===== src/include/scp_pkg.sv =====
// Shared constants, carriers and state type of the smart card serial interface
package scp_pkg;

  // Register byte addresses on the bus (one 32-bit word each, data in bits 7:0)
  localparam logic [7:0] SCP_MODE_OFS = 8'h00; // serial_mode_reg
  localparam logic [7:0] SCP_DIV_OFS = 8'h04;  // rate_divisor_reg
  localparam logic [7:0] SCP_CTRL_OFS = 8'h08; // serial_ctrl_reg
  localparam logic [7:0] SCP_TXB_OFS = 8'h0C;  // tx_buffer
  localparam logic [7:0] SCP_FLAG_OFS = 8'h10; // serial_flag_reg
  localparam logic [7:0] SCP_RXB_OFS = 8'h14;  // rx_buffer
  localparam logic [7:0] SCP_CARD_OFS = 8'h18; // card_mode_reg
  localparam logic [7:0] SCP_GEAR_OFS = 8'h1C; // system clock divider gear

  // serial_mode_reg fields
  localparam int SCP_MODE_HOLD = 7; // clock_hold_variant
  localparam int SCP_MODE_ODD = 4;  // parity_odd_sel
  localparam int SCP_MODE_PRE_HI = 1; // prescale_sel_hi
  localparam int SCP_MODE_PRE_LO = 0; // prescale_sel_lo

  // serial_ctrl_reg fields
  localparam int SCP_CTRL_TXIRQ = 7; // tx_irq_on
  localparam int SCP_CTRL_RXIRQ = 6; // rx_irq_on
  localparam int SCP_CTRL_TXON = 5;  // tx_on
  localparam int SCP_CTRL_RXON = 4;  // rx_on
  localparam int SCP_CTRL_CLKLVL = 1; // clk_level_sel
  localparam int SCP_CTRL_CLKON = 0;  // clk_out_on

  // serial_flag_reg fields
  localparam int SCP_FLAG_TXE = 7;  // tx_empty_flag
  localparam int SCP_FLAG_RXF = 6;  // rx_full_flag
  localparam int SCP_FLAG_OVR = 5;  // overrun_flag
  localparam int SCP_FLAG_ERS = 4;  // tx_error_signal_flag
  localparam int SCP_FLAG_PAR = 3;  // parity_fail_flag
  localparam int SCP_FLAG_DONE = 2; // tx_done_flag

  // card_mode_reg fields
  localparam int SCP_CARD_ORDER = 3; // bit_order_sel
  localparam int SCP_CARD_INV = 2;   // data_invert_sel
  localparam int SCP_CARD_ON = 0;    // card_mode_on

  // Reset values and write masks
  localparam logic [7:0] SCP_REG_RST = 8'h00;
  localparam logic [7:0] SCP_FLAG_RST = 8'h84;
  localparam logic [7:0] SCP_FLAG_W0C = 8'hF8;
  localparam logic [7:0] SCP_GEAR_MASK = 8'h03;

  // Frame timing in base ticks (372 per elementary time unit) and in etu
  localparam logic [8:0] SCP_ETU_TICKS = 9'h174;
  localparam logic [8:0] SCP_SAMPLE_TICK = 9'h0BA;
  localparam logic [3:0] SCP_PARITY_ETU = 4'h9;
  localparam logic [3:0] SCP_FRAME_ETUS = 4'hA;
  localparam logic [3:0] SCP_ERRSIG_ETU = 4'hA;
  localparam logic [3:0] SCP_ERRSIG_END = 4'hB;
  localparam logic [3:0] SCP_TX_END = 4'hC;
  localparam logic [3:0] SCP_TX_RETRY = 4'hD;

  typedef enum logic [1:0] {SCP_IDLE, SCP_TX, SCP_RX} scp_state_t;

  typedef struct packed {
    logic cyc;
    logic stb;
    logic we;
    logic [7:0] adr;
    logic [3:0] sel;
    logic [31:0] dat;
  } scp_wb_req_t;

  typedef struct packed {
    logic ack;
    logic [31:0] dat;
  } scp_wb_rsp_t;

  typedef struct packed {
    logic data_out;
    logic data_oe;
    logic clk_out;
    logic clk_oe;
  } scp_pins_t;

  typedef struct packed {
    logic tx_empty_irq;
    logic rx_full_irq;
    logic comm_fault_irq;
  } scp_irq_t;

  typedef struct packed {
    scp_state_t state;
    logic [17:0] pre;
    logic ph;
    logic [8:0] sub;
    logic [3:0] etu;
    logic [9:0] frame;
    logic [8:0] rsh;
    logic retry;
    logic rx_bad;
    logic s1;
    logic s2;
    logic s3;
    logic [7:0] mode;
    logic [7:0] div;
    logic [7:0] ctrl;
    logic [7:0] card;
    logic [7:0] gear;
    logic [7:0] txb;
    logic [7:0] rxb;
    logic [7:0] flags;
    scp_wb_rsp_t rsp;
    scp_pins_t pins;
    scp_irq_t irq;
  } scp_regs_t;

endpackage


===== src/design/scp_card_if.sv =====
// Smart card serial interface: baud generator, half-duplex frame engine, bus registers
`timescale 1ns/1ns

module scp_card_if import scp_pkg::*; (
  input wire clk,
  input wire resetn,
  input scp_wb_req_t wb_req,
  output scp_wb_rsp_t wb_rsp,
  input wire data_pin_in,
  output scp_pins_t pins,
  output scp_irq_t irq
);

  scp_regs_t st;
  scp_regs_t next_st;
  logic [7:0] set_f;
  logic [7:0] clr_f;
  logic [7:0] rd;
  logic [8:0] rx_shift;
  logic [7:0] rx_char;
  logic tick;
  logic acc;
  logic wr;
  logic card_on;
  logic hold;
  logic odd;
  logic inv;
  logic msb;
  logic [3:0] shamt;
  logic [17:0] half_len;

  // Reorders a character between time order on the line and register order
  function automatic logic [7:0] scp_order(input logic [7:0] d, input logic msb_first);
    logic [7:0] r;
    r = d;
    for (int i = 0; i < 8; i++) begin
      if (msb_first) begin
        r[i] = d[7 - i];
      end
    end
    return r;
  endfunction

  assign card_on = st.card[SCP_CARD_ON];
  assign hold = st.mode[SCP_MODE_HOLD];
  assign odd = st.mode[SCP_MODE_ODD];
  assign inv = st.card[SCP_CARD_INV];
  assign msb = st.card[SCP_CARD_ORDER];
  // Half card-clock period is (N+1) * 4^n * 2^gear system clocks
  assign shamt = {1'b0, st.mode[SCP_MODE_PRE_HI:SCP_MODE_PRE_LO], 1'b0}
    + {2'b00, st.gear[1:0]};
  assign half_len = (18'(st.div) + 18'h00001) << shamt;
  assign rx_shift = {st.s2, st.rsh[8:1]};
  assign rx_char = scp_order(rx_shift[7:0] ^ {8{inv}}, msb);
  assign wb_rsp = st.rsp;
  assign pins = st.pins;
  assign irq = st.irq;

  always_comb begin
    next_st = st;
    set_f = '0;
    clr_f = '0;
    rd = '0;
    tick = 1'b0;
    acc = wb_req.cyc & wb_req.stb;
    wr = acc & st.rsp.ack & wb_req.we & wb_req.sel[0];
    next_st.s1 = data_pin_in;
    next_st.s2 = st.s1;
    next_st.s3 = st.s2;

    // Baud generator; a changed divisor cannot strand the counter past its limit
    if (!card_on || st.pre >= half_len - 18'h00001) begin
      next_st.pre = '0;
      if (card_on) begin
        next_st.ph = ~st.ph;
        tick = st.ph;
      end
    end else begin
      next_st.pre = st.pre + 18'h00001;
    end

    if (tick && st.state != SCP_IDLE) begin
      if (st.sub == SCP_ETU_TICKS - 9'h001) begin
        next_st.sub = '0;
        next_st.etu = st.etu + 4'h1;
      end else begin
        next_st.sub = st.sub + 9'h001;
      end
    end

    unique case (st.state)
      SCP_IDLE: begin
        next_st.sub = '0;
        next_st.etu = '0;
        next_st.retry = 1'b0;
        next_st.rx_bad = 1'b0;
        // Transmit wins when both are enabled; loop-back sees its own frame only on the pin
        if (card_on && st.ctrl[SCP_CTRL_TXON] && !st.flags[SCP_FLAG_TXE]) begin
          next_st.state = SCP_TX;
          next_st.frame = {^st.txb ^ odd, scp_order(st.txb, msb) ^ {8{inv}}, 1'b0};
          set_f[SCP_FLAG_TXE] = 1'b1;
          clr_f[SCP_FLAG_DONE] = 1'b1;
        end else if (card_on && st.ctrl[SCP_CTRL_RXON] && st.s3 && !st.s2) begin
          next_st.state = SCP_RX;
        end
      end
      SCP_TX: begin
        if (tick && st.sub == SCP_ETU_TICKS - 9'h001) begin
          // Card error signal is sampled at 11.0 etu, in the middle of its pulse
          if (st.etu == SCP_ERRSIG_ETU) begin
            if (!st.s2) begin
              set_f[SCP_FLAG_ERS] = 1'b1;
              next_st.retry = 1'b1;
            end else if (hold) begin
              set_f[SCP_FLAG_DONE] = 1'b1;
            end
          end
          if (st.etu == SCP_TX_END - 4'h1 && !st.retry) begin
            next_st.state = SCP_IDLE;
            if (!hold) begin
              set_f[SCP_FLAG_DONE] = 1'b1;
            end
          end
          if (st.etu == SCP_TX_RETRY - 4'h1 && st.retry) begin
            next_st.etu = '0;
            next_st.retry = 1'b0;
          end
        end
      end
      SCP_RX: begin
        if (tick && st.sub == SCP_SAMPLE_TICK) begin
          if (st.etu == '0) begin
            if (st.s2) begin
              next_st.state = SCP_IDLE; // Glitch, not a start bit
            end
          end else if (st.etu <= SCP_PARITY_ETU) begin
            next_st.rsh = rx_shift;
            if (st.etu == SCP_PARITY_ETU) begin
              if (st.flags[SCP_FLAG_RXF]) begin
                set_f[SCP_FLAG_OVR] = 1'b1;
              end else begin
                next_st.rxb = rx_char;
              end
              if ((^rx_char ^ odd) != rx_shift[8]) begin
                set_f[SCP_FLAG_PAR] = 1'b1;
                next_st.rx_bad = 1'b1;
              end else if (!st.flags[SCP_FLAG_RXF]) begin
                set_f[SCP_FLAG_RXF] = 1'b1;
              end
            end
          end else if (st.etu == SCP_ERRSIG_ETU && st.rx_bad) begin
            next_st.state = SCP_RX;
          end else begin
            next_st.state = SCP_IDLE;
          end
        end
      end
      default: begin
        next_st.state = SCP_IDLE;
      end
    endcase
    if (!card_on) begin
      next_st.state = SCP_IDLE;
    end

    // Wishbone slave: ack one cycle after the request, write at the ack edge
    next_st.rsp.ack = acc & ~st.rsp.ack;
    case (wb_req.adr)
      SCP_MODE_OFS: rd = st.mode;
      SCP_DIV_OFS: rd = st.div;
      SCP_CTRL_OFS: rd = st.ctrl;
      SCP_TXB_OFS: rd = st.txb;
      SCP_FLAG_OFS: rd = st.flags;
      SCP_RXB_OFS: rd = st.rxb;
      SCP_CARD_OFS: rd = st.card;
      SCP_GEAR_OFS: rd = st.gear;
      default: rd = '0;
    endcase
    next_st.rsp.dat = (acc && !st.rsp.ack) ? {24'h000000, rd} : '0;
    if (wr) begin
      case (wb_req.adr)
        SCP_MODE_OFS: next_st.mode = wb_req.dat[7:0];
        SCP_DIV_OFS: next_st.div = wb_req.dat[7:0];
        SCP_CTRL_OFS: next_st.ctrl = wb_req.dat[7:0];
        SCP_CARD_OFS: next_st.card = wb_req.dat[7:0];
        SCP_GEAR_OFS: next_st.gear = wb_req.dat[7:0] & SCP_GEAR_MASK;
        SCP_FLAG_OFS: clr_f = clr_f | (~wb_req.dat[7:0] & SCP_FLAG_W0C);
        SCP_TXB_OFS: begin
          next_st.txb = wb_req.dat[7:0];
          clr_f[SCP_FLAG_TXE] = 1'b1;
          clr_f[SCP_FLAG_DONE] = 1'b1;
        end
        default: next_st.txb = st.txb;
      endcase
    end
    if (acc && st.rsp.ack && !wb_req.we && wb_req.adr == SCP_RXB_OFS) begin
      clr_f[SCP_FLAG_RXF] = 1'b1;
    end
    // Hardware set wins over a software clear in the same cycle
    next_st.flags = (st.flags & ~clr_f) | set_f;

    // Open-drain data line: only ever pulled low, released means pulled-up high
    next_st.pins.data_out = 1'b0;
    next_st.pins.data_oe = card_on && (
      (next_st.state == SCP_TX && next_st.etu < SCP_FRAME_ETUS
        && !next_st.frame[next_st.etu])
      || (next_st.state == SCP_RX && next_st.rx_bad
        && ((next_st.etu == SCP_ERRSIG_ETU && next_st.sub >= SCP_SAMPLE_TICK)
          || next_st.etu == SCP_ERRSIG_END)));
    next_st.pins.clk_out = st.ctrl[SCP_CTRL_CLKON] ? next_st.ph
      : (hold & st.ctrl[SCP_CTRL_CLKLVL]);
    next_st.pins.clk_oe = card_on & (st.ctrl[SCP_CTRL_CLKON] | hold);
    next_st.irq.tx_empty_irq = st.flags[SCP_FLAG_DONE] & st.ctrl[SCP_CTRL_TXIRQ];
    next_st.irq.rx_full_irq = st.flags[SCP_FLAG_RXF] & st.ctrl[SCP_CTRL_RXIRQ];
    next_st.irq.comm_fault_irq = (st.flags[SCP_FLAG_OVR] | st.flags[SCP_FLAG_PAR]
      | st.flags[SCP_FLAG_ERS]) & st.ctrl[SCP_CTRL_RXIRQ];
  end

  always_ff @(posedge clk or negedge resetn) begin
    if (!resetn) begin
      st <= '0;
      st.flags <= SCP_FLAG_RST;
    end else begin
      st <= next_st;
    end
  end
endmodule


===== config.mk =====
export PLATFORM = sky130hd
export DESIGN_NAME = scp_card_if
export DESIGN_NICKNAME = d
export VERILOG_FILES = /design/src/include/scp_pkg.sv /design/src/design/scp_card_if.sv
export SDC_FILE = /design/constraint.sdc
export NUM_CORES = 1
export LEC_CHECK = 0
export BUFFER_PORTS_ARGS = -buffer_cell sky130_fd_sc_hd__buf_2
export CAP_MARGIN = 5
export CORE_ASPECT_RATIO = 0.5
export CORE_UTILIZATION = 25
export CTS_BUF_LIST = sky130_fd_sc_hd__clkbuf_8
export DETAILED_ROUTE_END_ITERATION = 8
export PLACE_DENSITY = 0.51
export RECOVER_POWER = 100
export SETUP_SLACK_MARGIN = 0.05
export SLEW_MARGIN = 20
export SYNTH_ARGS = -nofsm -noshare
export SYNTH_HDL_FRONTEND = slang
export SYNTH_SLANG_ARGS = --single-unit

===== constraint.sdc =====
create_clock -name clk -period 5.5 [get_ports clk]
set_input_delay 0.825 -clock clk [delete_from_list [all_inputs] [get_ports clk]]
set_output_delay 0.825 -clock clk [all_outputs]
set_load 0.03 [all_outputs]

==> tab_implementation.tex <==
\begin{tabular}{lr}
\hline
Metric & Value \\
\hline
\multicolumn{2}{l}{\textbf{Die}} \\
\quad Effective utilization at floorplan & 26.0\% \\
\quad Number of top-level pins & 90 \\
\quad Horizontal die dimension & 255 um \\
\quad Die Footprint & 0.0329 mm\^{}2 \\
\quad Standard cell core area & 0.0309 mm\^{}2 \\
\quad Core Rows & 45 \\
\quad Die height & 129 um \\
\multicolumn{2}{l}{\textbf{Setup path}} \\
\quad Max incr delay on CP & 0.50 ns \\
\quad Worst setup SP type & register \\
\quad Startpoint-to-endpoint class of the critical path & reg2reg \\
\quad CP required & 5.84 ns \\
\quad Slowest cell on the critical path & sky130\_fd\_sc\_hd\_\_mux4\_2 \\
\quad Critical-path cell list & ha\_2 -> nand3\_1 -> xnor2\_1 -> mux4\_2 -> o211ai\_1 -> o41ai\_2 -> or2\_2 -> or3\_4 -> nor3\_2 -> xor2\_1 -> ha\_1 -> a21o\_1 -> a21oi\_2 -> o21ai\_1 -> and2\_4 -> o21ai\_0 -> xor2\_1 -> a211oi\_1 -> a221o\_1 -> a311oi\_2 -> o211ai\_1 \\
\quad Worst setup EP type & register \\
\quad Top fanout value on the critical path & 5 \\
\quad Arrival time worst endpoint & 5.57 ns \\
\multicolumn{2}{l}{\textbf{Synth}} \\
\quad Yosys warns & 0 \\
\quad Area of the mapped netlist & 0.00802 mm\^{}2 \\
\quad Synthesis-stage register bit count & 128 \\
\quad Post-synthesis adder-cell area fraction & 4.68\% \\
\quad Count of distinct cell types in the synthesized netlist & 74 \\
\quad Seq/Total Area, Yosys & 40.0\% \\
\quad Top FF cell, synth & sky130\_fd\_sc\_hd\_\_dfrtp\_1 \\
\quad Area share of xor/xnor cells in the synthesized design & 8.62\% \\
\quad Number of instances in the synthesized netlist & 804 \\
\quad Synthesized-area fraction occupied by and/or/nand/nor cells & 15.0\% \\
\quad Synthesized area per cell & 9.98 um\^{}2 \\
\quad Async set-or-reset flop fraction in the synthesized netlist & 100\% \\
\quad Number of enable flip-flop cells after synthesis & 0 \\
\quad Most area-consuming cells after synthesis & sky130\_fd\_sc\_hd\_\_dfrtp\_1, sky130\_fd\_sc\_hd\_\_mux2\_2, sky130\_fd\_sc\_hd\_\_xnor2\_1, sky130\_fd\_sc\_hd\_\_ha\_1, sky130\_fd\_sc\_hd\_\_buf\_4 \\
\quad Area fraction in compound gates after synthesis & 13.3\% \\
\quad Cell type with the highest aggregate area in the netlist & sky130\_fd\_sc\_hd\_\_dfrtp\_1 \\
\quad Dominant combinational cell family by area after synthesis & simple AND/OR/NAND/NOR gates \\
\quad Share of the synthesized area in the top cell type & 39.3\% \\
\quad Multiplexer share of the synthesized area & 12.3\% \\
\multicolumn{2}{l}{\textbf{Global route}} \\
\quad Number of antenna violations at the first check in global routing & 0 \\
\quad Via count of the first global-routing pass & 6114 \\
\quad Global-route wire length before repair & 32800 um \\
\quad All-layer global routing usage & 12.6\% \\
\quad Pin count of the biggest net entering global routing & 69 \\
\quad Total overflow reported by the global router & 0 \\
\multicolumn{2}{l}{\textbf{Timing}} \\
\quad Final Setup Violations & 0 \\
\quad Setup repair after global routing missed its margin & yes \\
\quad Worst Max-Slew Pin Slew & 3.65 ns \\
\quad Clock period minus worst slack & 5.22 ns \\
\quad Count of final hold-check violations & 0 \\
\quad Post-route clock skew & 0.0160 ns \\
\quad Portion of the clock cycle consumed by the worst path in the final layout & 95.0\% \\
\quad Post-route worst hold slack & 0.357 ns \\
\quad Max Transition Viols Final & 69 \\
\quad Max\_slew headroom & -144\% \\
\quad F\_max & 191 MHz \\
\multicolumn{2}{l}{\textbf{CTS}} \\
\quad Largest buffer count on any clock path & 2 \\
\quad CTS H-tree lvls & 4 \\
\quad TritonCTS clock tree & done \\
\quad Total clock buffers created by CTS & 17 \\
\quad Master cell of the clock root buffer & sky130\_fd\_sc\_hd\_\_clkbuf\_8 \\
\quad Clock insertion delay at the later pin of the skew report & 0.47 ns \\
\quad Clock edge transition at the registers on the reported setup and hold paths & 0.08 ns \\
\quad Sinks on the clock net & 128 \\
\multicolumn{2}{l}{\textbf{Placement}} \\
\quad Total instance count after detailed placement & 1291 \\
\quad Input/output buffers & 37 \\
\quad Routability congestion estimate from global placement & 0.870 \\
\quad Estimated wirelength of the detail-placed design & 14900 um \\
\multicolumn{2}{l}{\textbf{Drt}} \\
\quad Pre-Repair DR Iteration Count & 6 \\
\quad Antenna viol nets, final & 0 \\
\quad Initial detailed-routing violation count & 476 \\
\quad Final wirelength & 20000 um \\
\quad Detailed-route wire length per cell & 15.1 um \\
\quad Total vias in the final route & 6315 \\
\quad Post-route DRC & 0 \\
\quad Average vias per placed instance & 4.76 \\
\multicolumn{2}{l}{\textbf{Outcome}} \\
\quad Result of the run & finished, violations left \\
\quad Violated checks & max-capacitance violations, max-slew violations \\
\multicolumn{2}{l}{\textbf{Hold path}} \\
\quad Classification of the worst-slack hold path & reg2reg \\
\multicolumn{2}{l}{\textbf{Power and ir drop}} \\
\quad Relative contribution of combinational cells to total power & 4.4\% \\
\quad Design internal power & 1.34 mW \\
\quad Clock power share & 43.0\% \\
\quad Switching component of the power & 0.459 mW \\
\quad P\_leak & 3.97 nW \\
\quad Switching fraction of total power & 25.5\% \\
\quad P per Cell Area & 190 mW/mm\^{}2 \\
\quad VDD IR max & 0.111 mV \\
\quad Relative contribution of sequential cells to total power & 52.6\% \\
\multicolumn{2}{l}{\textbf{Layout}} \\
\quad Core Util, Final & 30.7\% \\
\quad Most common cell after layout, fill and taps aside & sky130\_fd\_sc\_hd\_\_dfrtp\_1 \\
\quad Cell Count, Final, Fillers Out & 1328 \\
\quad FF+latch area & 0.00321 mm\^{}2 \\
\quad Antenna diode count & 0 \\
\quad Count of fill cells added during filler insertion & 3215 \\
\quad Area occupied by multi-input gates & 0.00452 mm\^{}2 \\
\quad Area growth from synthesis to layout & 18.1\% \\
\quad Share of post-route cells with drive strength above 1 & 24.2\% \\
\quad Net count reported at finish & 973 \\
\quad Most frequent cells in the layout & sky130\_fd\_sc\_hd\_\_dfrtp\_1, sky130\_fd\_sc\_hd\_\_buf\_4, sky130\_fd\_sc\_hd\_\_nand2\_1, sky130\_fd\_sc\_hd\_\_nor2\_1, sky130\_fd\_sc\_hd\_\_mux2\_2 \\
\multicolumn{2}{l}{\textbf{Flow run}} \\
\quad Max capacitance violation total & 1 \\
\hline
\end{tabular}
==> worst max-delay path: cells and delay by family, from the launching register on <==
kind	cells	cell delay [ns]
DFF	1	0.39
adders and majority gates	2	0.51
xor gates and xnor gates	3	0.56
AOI/OAI and AO/OA	10	1.90
and+or+nand+nor	5	1.23
muxes	1	0.50
==> kinds of logic (layout without fill, tap and decap cells) <==
kind of cell / Yosys count / after routing
flops: 128 / 128
simple gates: 239 / 239
xor+xnor: 79 / 79
fa+ha+maj: 30 / 30
mux: 87 / 87
buf+inv: 88 / 165
compound gates: 152 / 152
other cells: 1 / 25
==> stage by stage <==
step | TNS [ns] | setup slack (ns) | total power, mW | area [um^2]
final | 0 | 0.275 | 1.80 | 9480
after global routing | -0.0359 | -0.0359 | 1.87 | 9480
after CTS | 0 | 0.0603 | 1.83 | 9370
after detailed placement | 0 | 0.0915 | 1.05 | 8980
after global placement | 0 | 0.0443 | 1.04 | 8980
after floorplan | 0 | 0.222 | 1.02 | 8110
==> metal layers <==
| metal | vias up | part of all wire (%) | GRT usage, % |
|---|---|---|---|
| met1 | 3126 | 48 | 16.6 |
| met4 | 0 | 1.1 | 3.90 |
| met5 | - | 0 | 0 |
| li1 | 3045 | - | - |
| met2 | 127 | 48 | 20.8 |
| met3 | 17 | 3.6 | 2.36 |
==> path summary, 6_finish.rpt <==
check | startpoint | endpoint | slack [ns] | cells after the start
min reg2reg | next_st[105] | next_st[104] | 0.36 | 0
min | next_st[105] | next_st[104] | 0.36 | 0
min in group asynchronous | resetn | rx_shift[3] | 1.61 | 1
max reg2reg | st[89] | pins[2] | 0.28 | 21
max | st[89] | pins[2] | 0.28 | 21
max in group asynchronous | resetn | st[90] | 1.58 | 1
==> cell usage after synthesis, types with 12 or more instances <==
cell type	instances
sky130_fd_sc_hd__dfrtp_1	126
sky130_fd_sc_hd__mux2_2	57
sky130_fd_sc_hd__nor2_1	55
sky130_fd_sc_hd__nand2_1	53
sky130_fd_sc_hd__xnor2_1	48
sky130_fd_sc_hd__buf_4	41
sky130_fd_sc_hd__o21ai_0	36
sky130_fd_sc_hd__xor2_1	31
sky130_fd_sc_hd__ha_1	30
sky130_fd_sc_hd__nand3_1	30
sky130_fd_sc_hd__mux2i_1	27
sky130_fd_sc_hd__nor3_1	26
sky130_fd_sc_hd__clkbuf_1	25
sky130_fd_sc_hd__inv_1	18
sky130_fd_sc_hd__a21oi_1	16
sky130_fd_sc_hd__a22oi_1	16
sky130_fd_sc_hd__nand4_1	13
sky130_fd_sc_hd__a31oi_1	12
==> what timing repair did <==
action / CTS / global route
endpoints found under the hold margin: 0 / 0
resized for setup: 3 / 35
cloned: 0 / 0
hold buffers: 0 / 0
buffers inserted: 1 / 5
setup endpoints to repair: 9 / 17
pin swaps: 1 / 19
==> state kept, by name, indices dropped and copies added (netlist names) <==
name	count
card_on	1
hold	1
inv	1
irq	3
msb	1
next_st	2
odd	1
pins	3
rx_shift	8
st	98
wb_rsp	9
==> power groups by stage <==
stage                     Sequential (mW)  Combinational, mW  Clock [mW]
after floorplan                     0.964             0.0544           0
after CTS                           0.946             0.0813       0.799
after detailed placement            0.964             0.0808           0
final                               0.946             0.0795       0.773
after global placement              0.964             0.0798           0
after global routing                0.946             0.0884       0.837
==> cell type report <==
cell class,count,area share [%]
clock buffers,19,2.76
multi-input cells,612,47.7
well taps,423,5.59
inverters,19,0.753
flip-flops and latches,128,33.9
clock inverters,12,1.18
repair buffers,115,8.09
(Power assumes the default switching activity.)
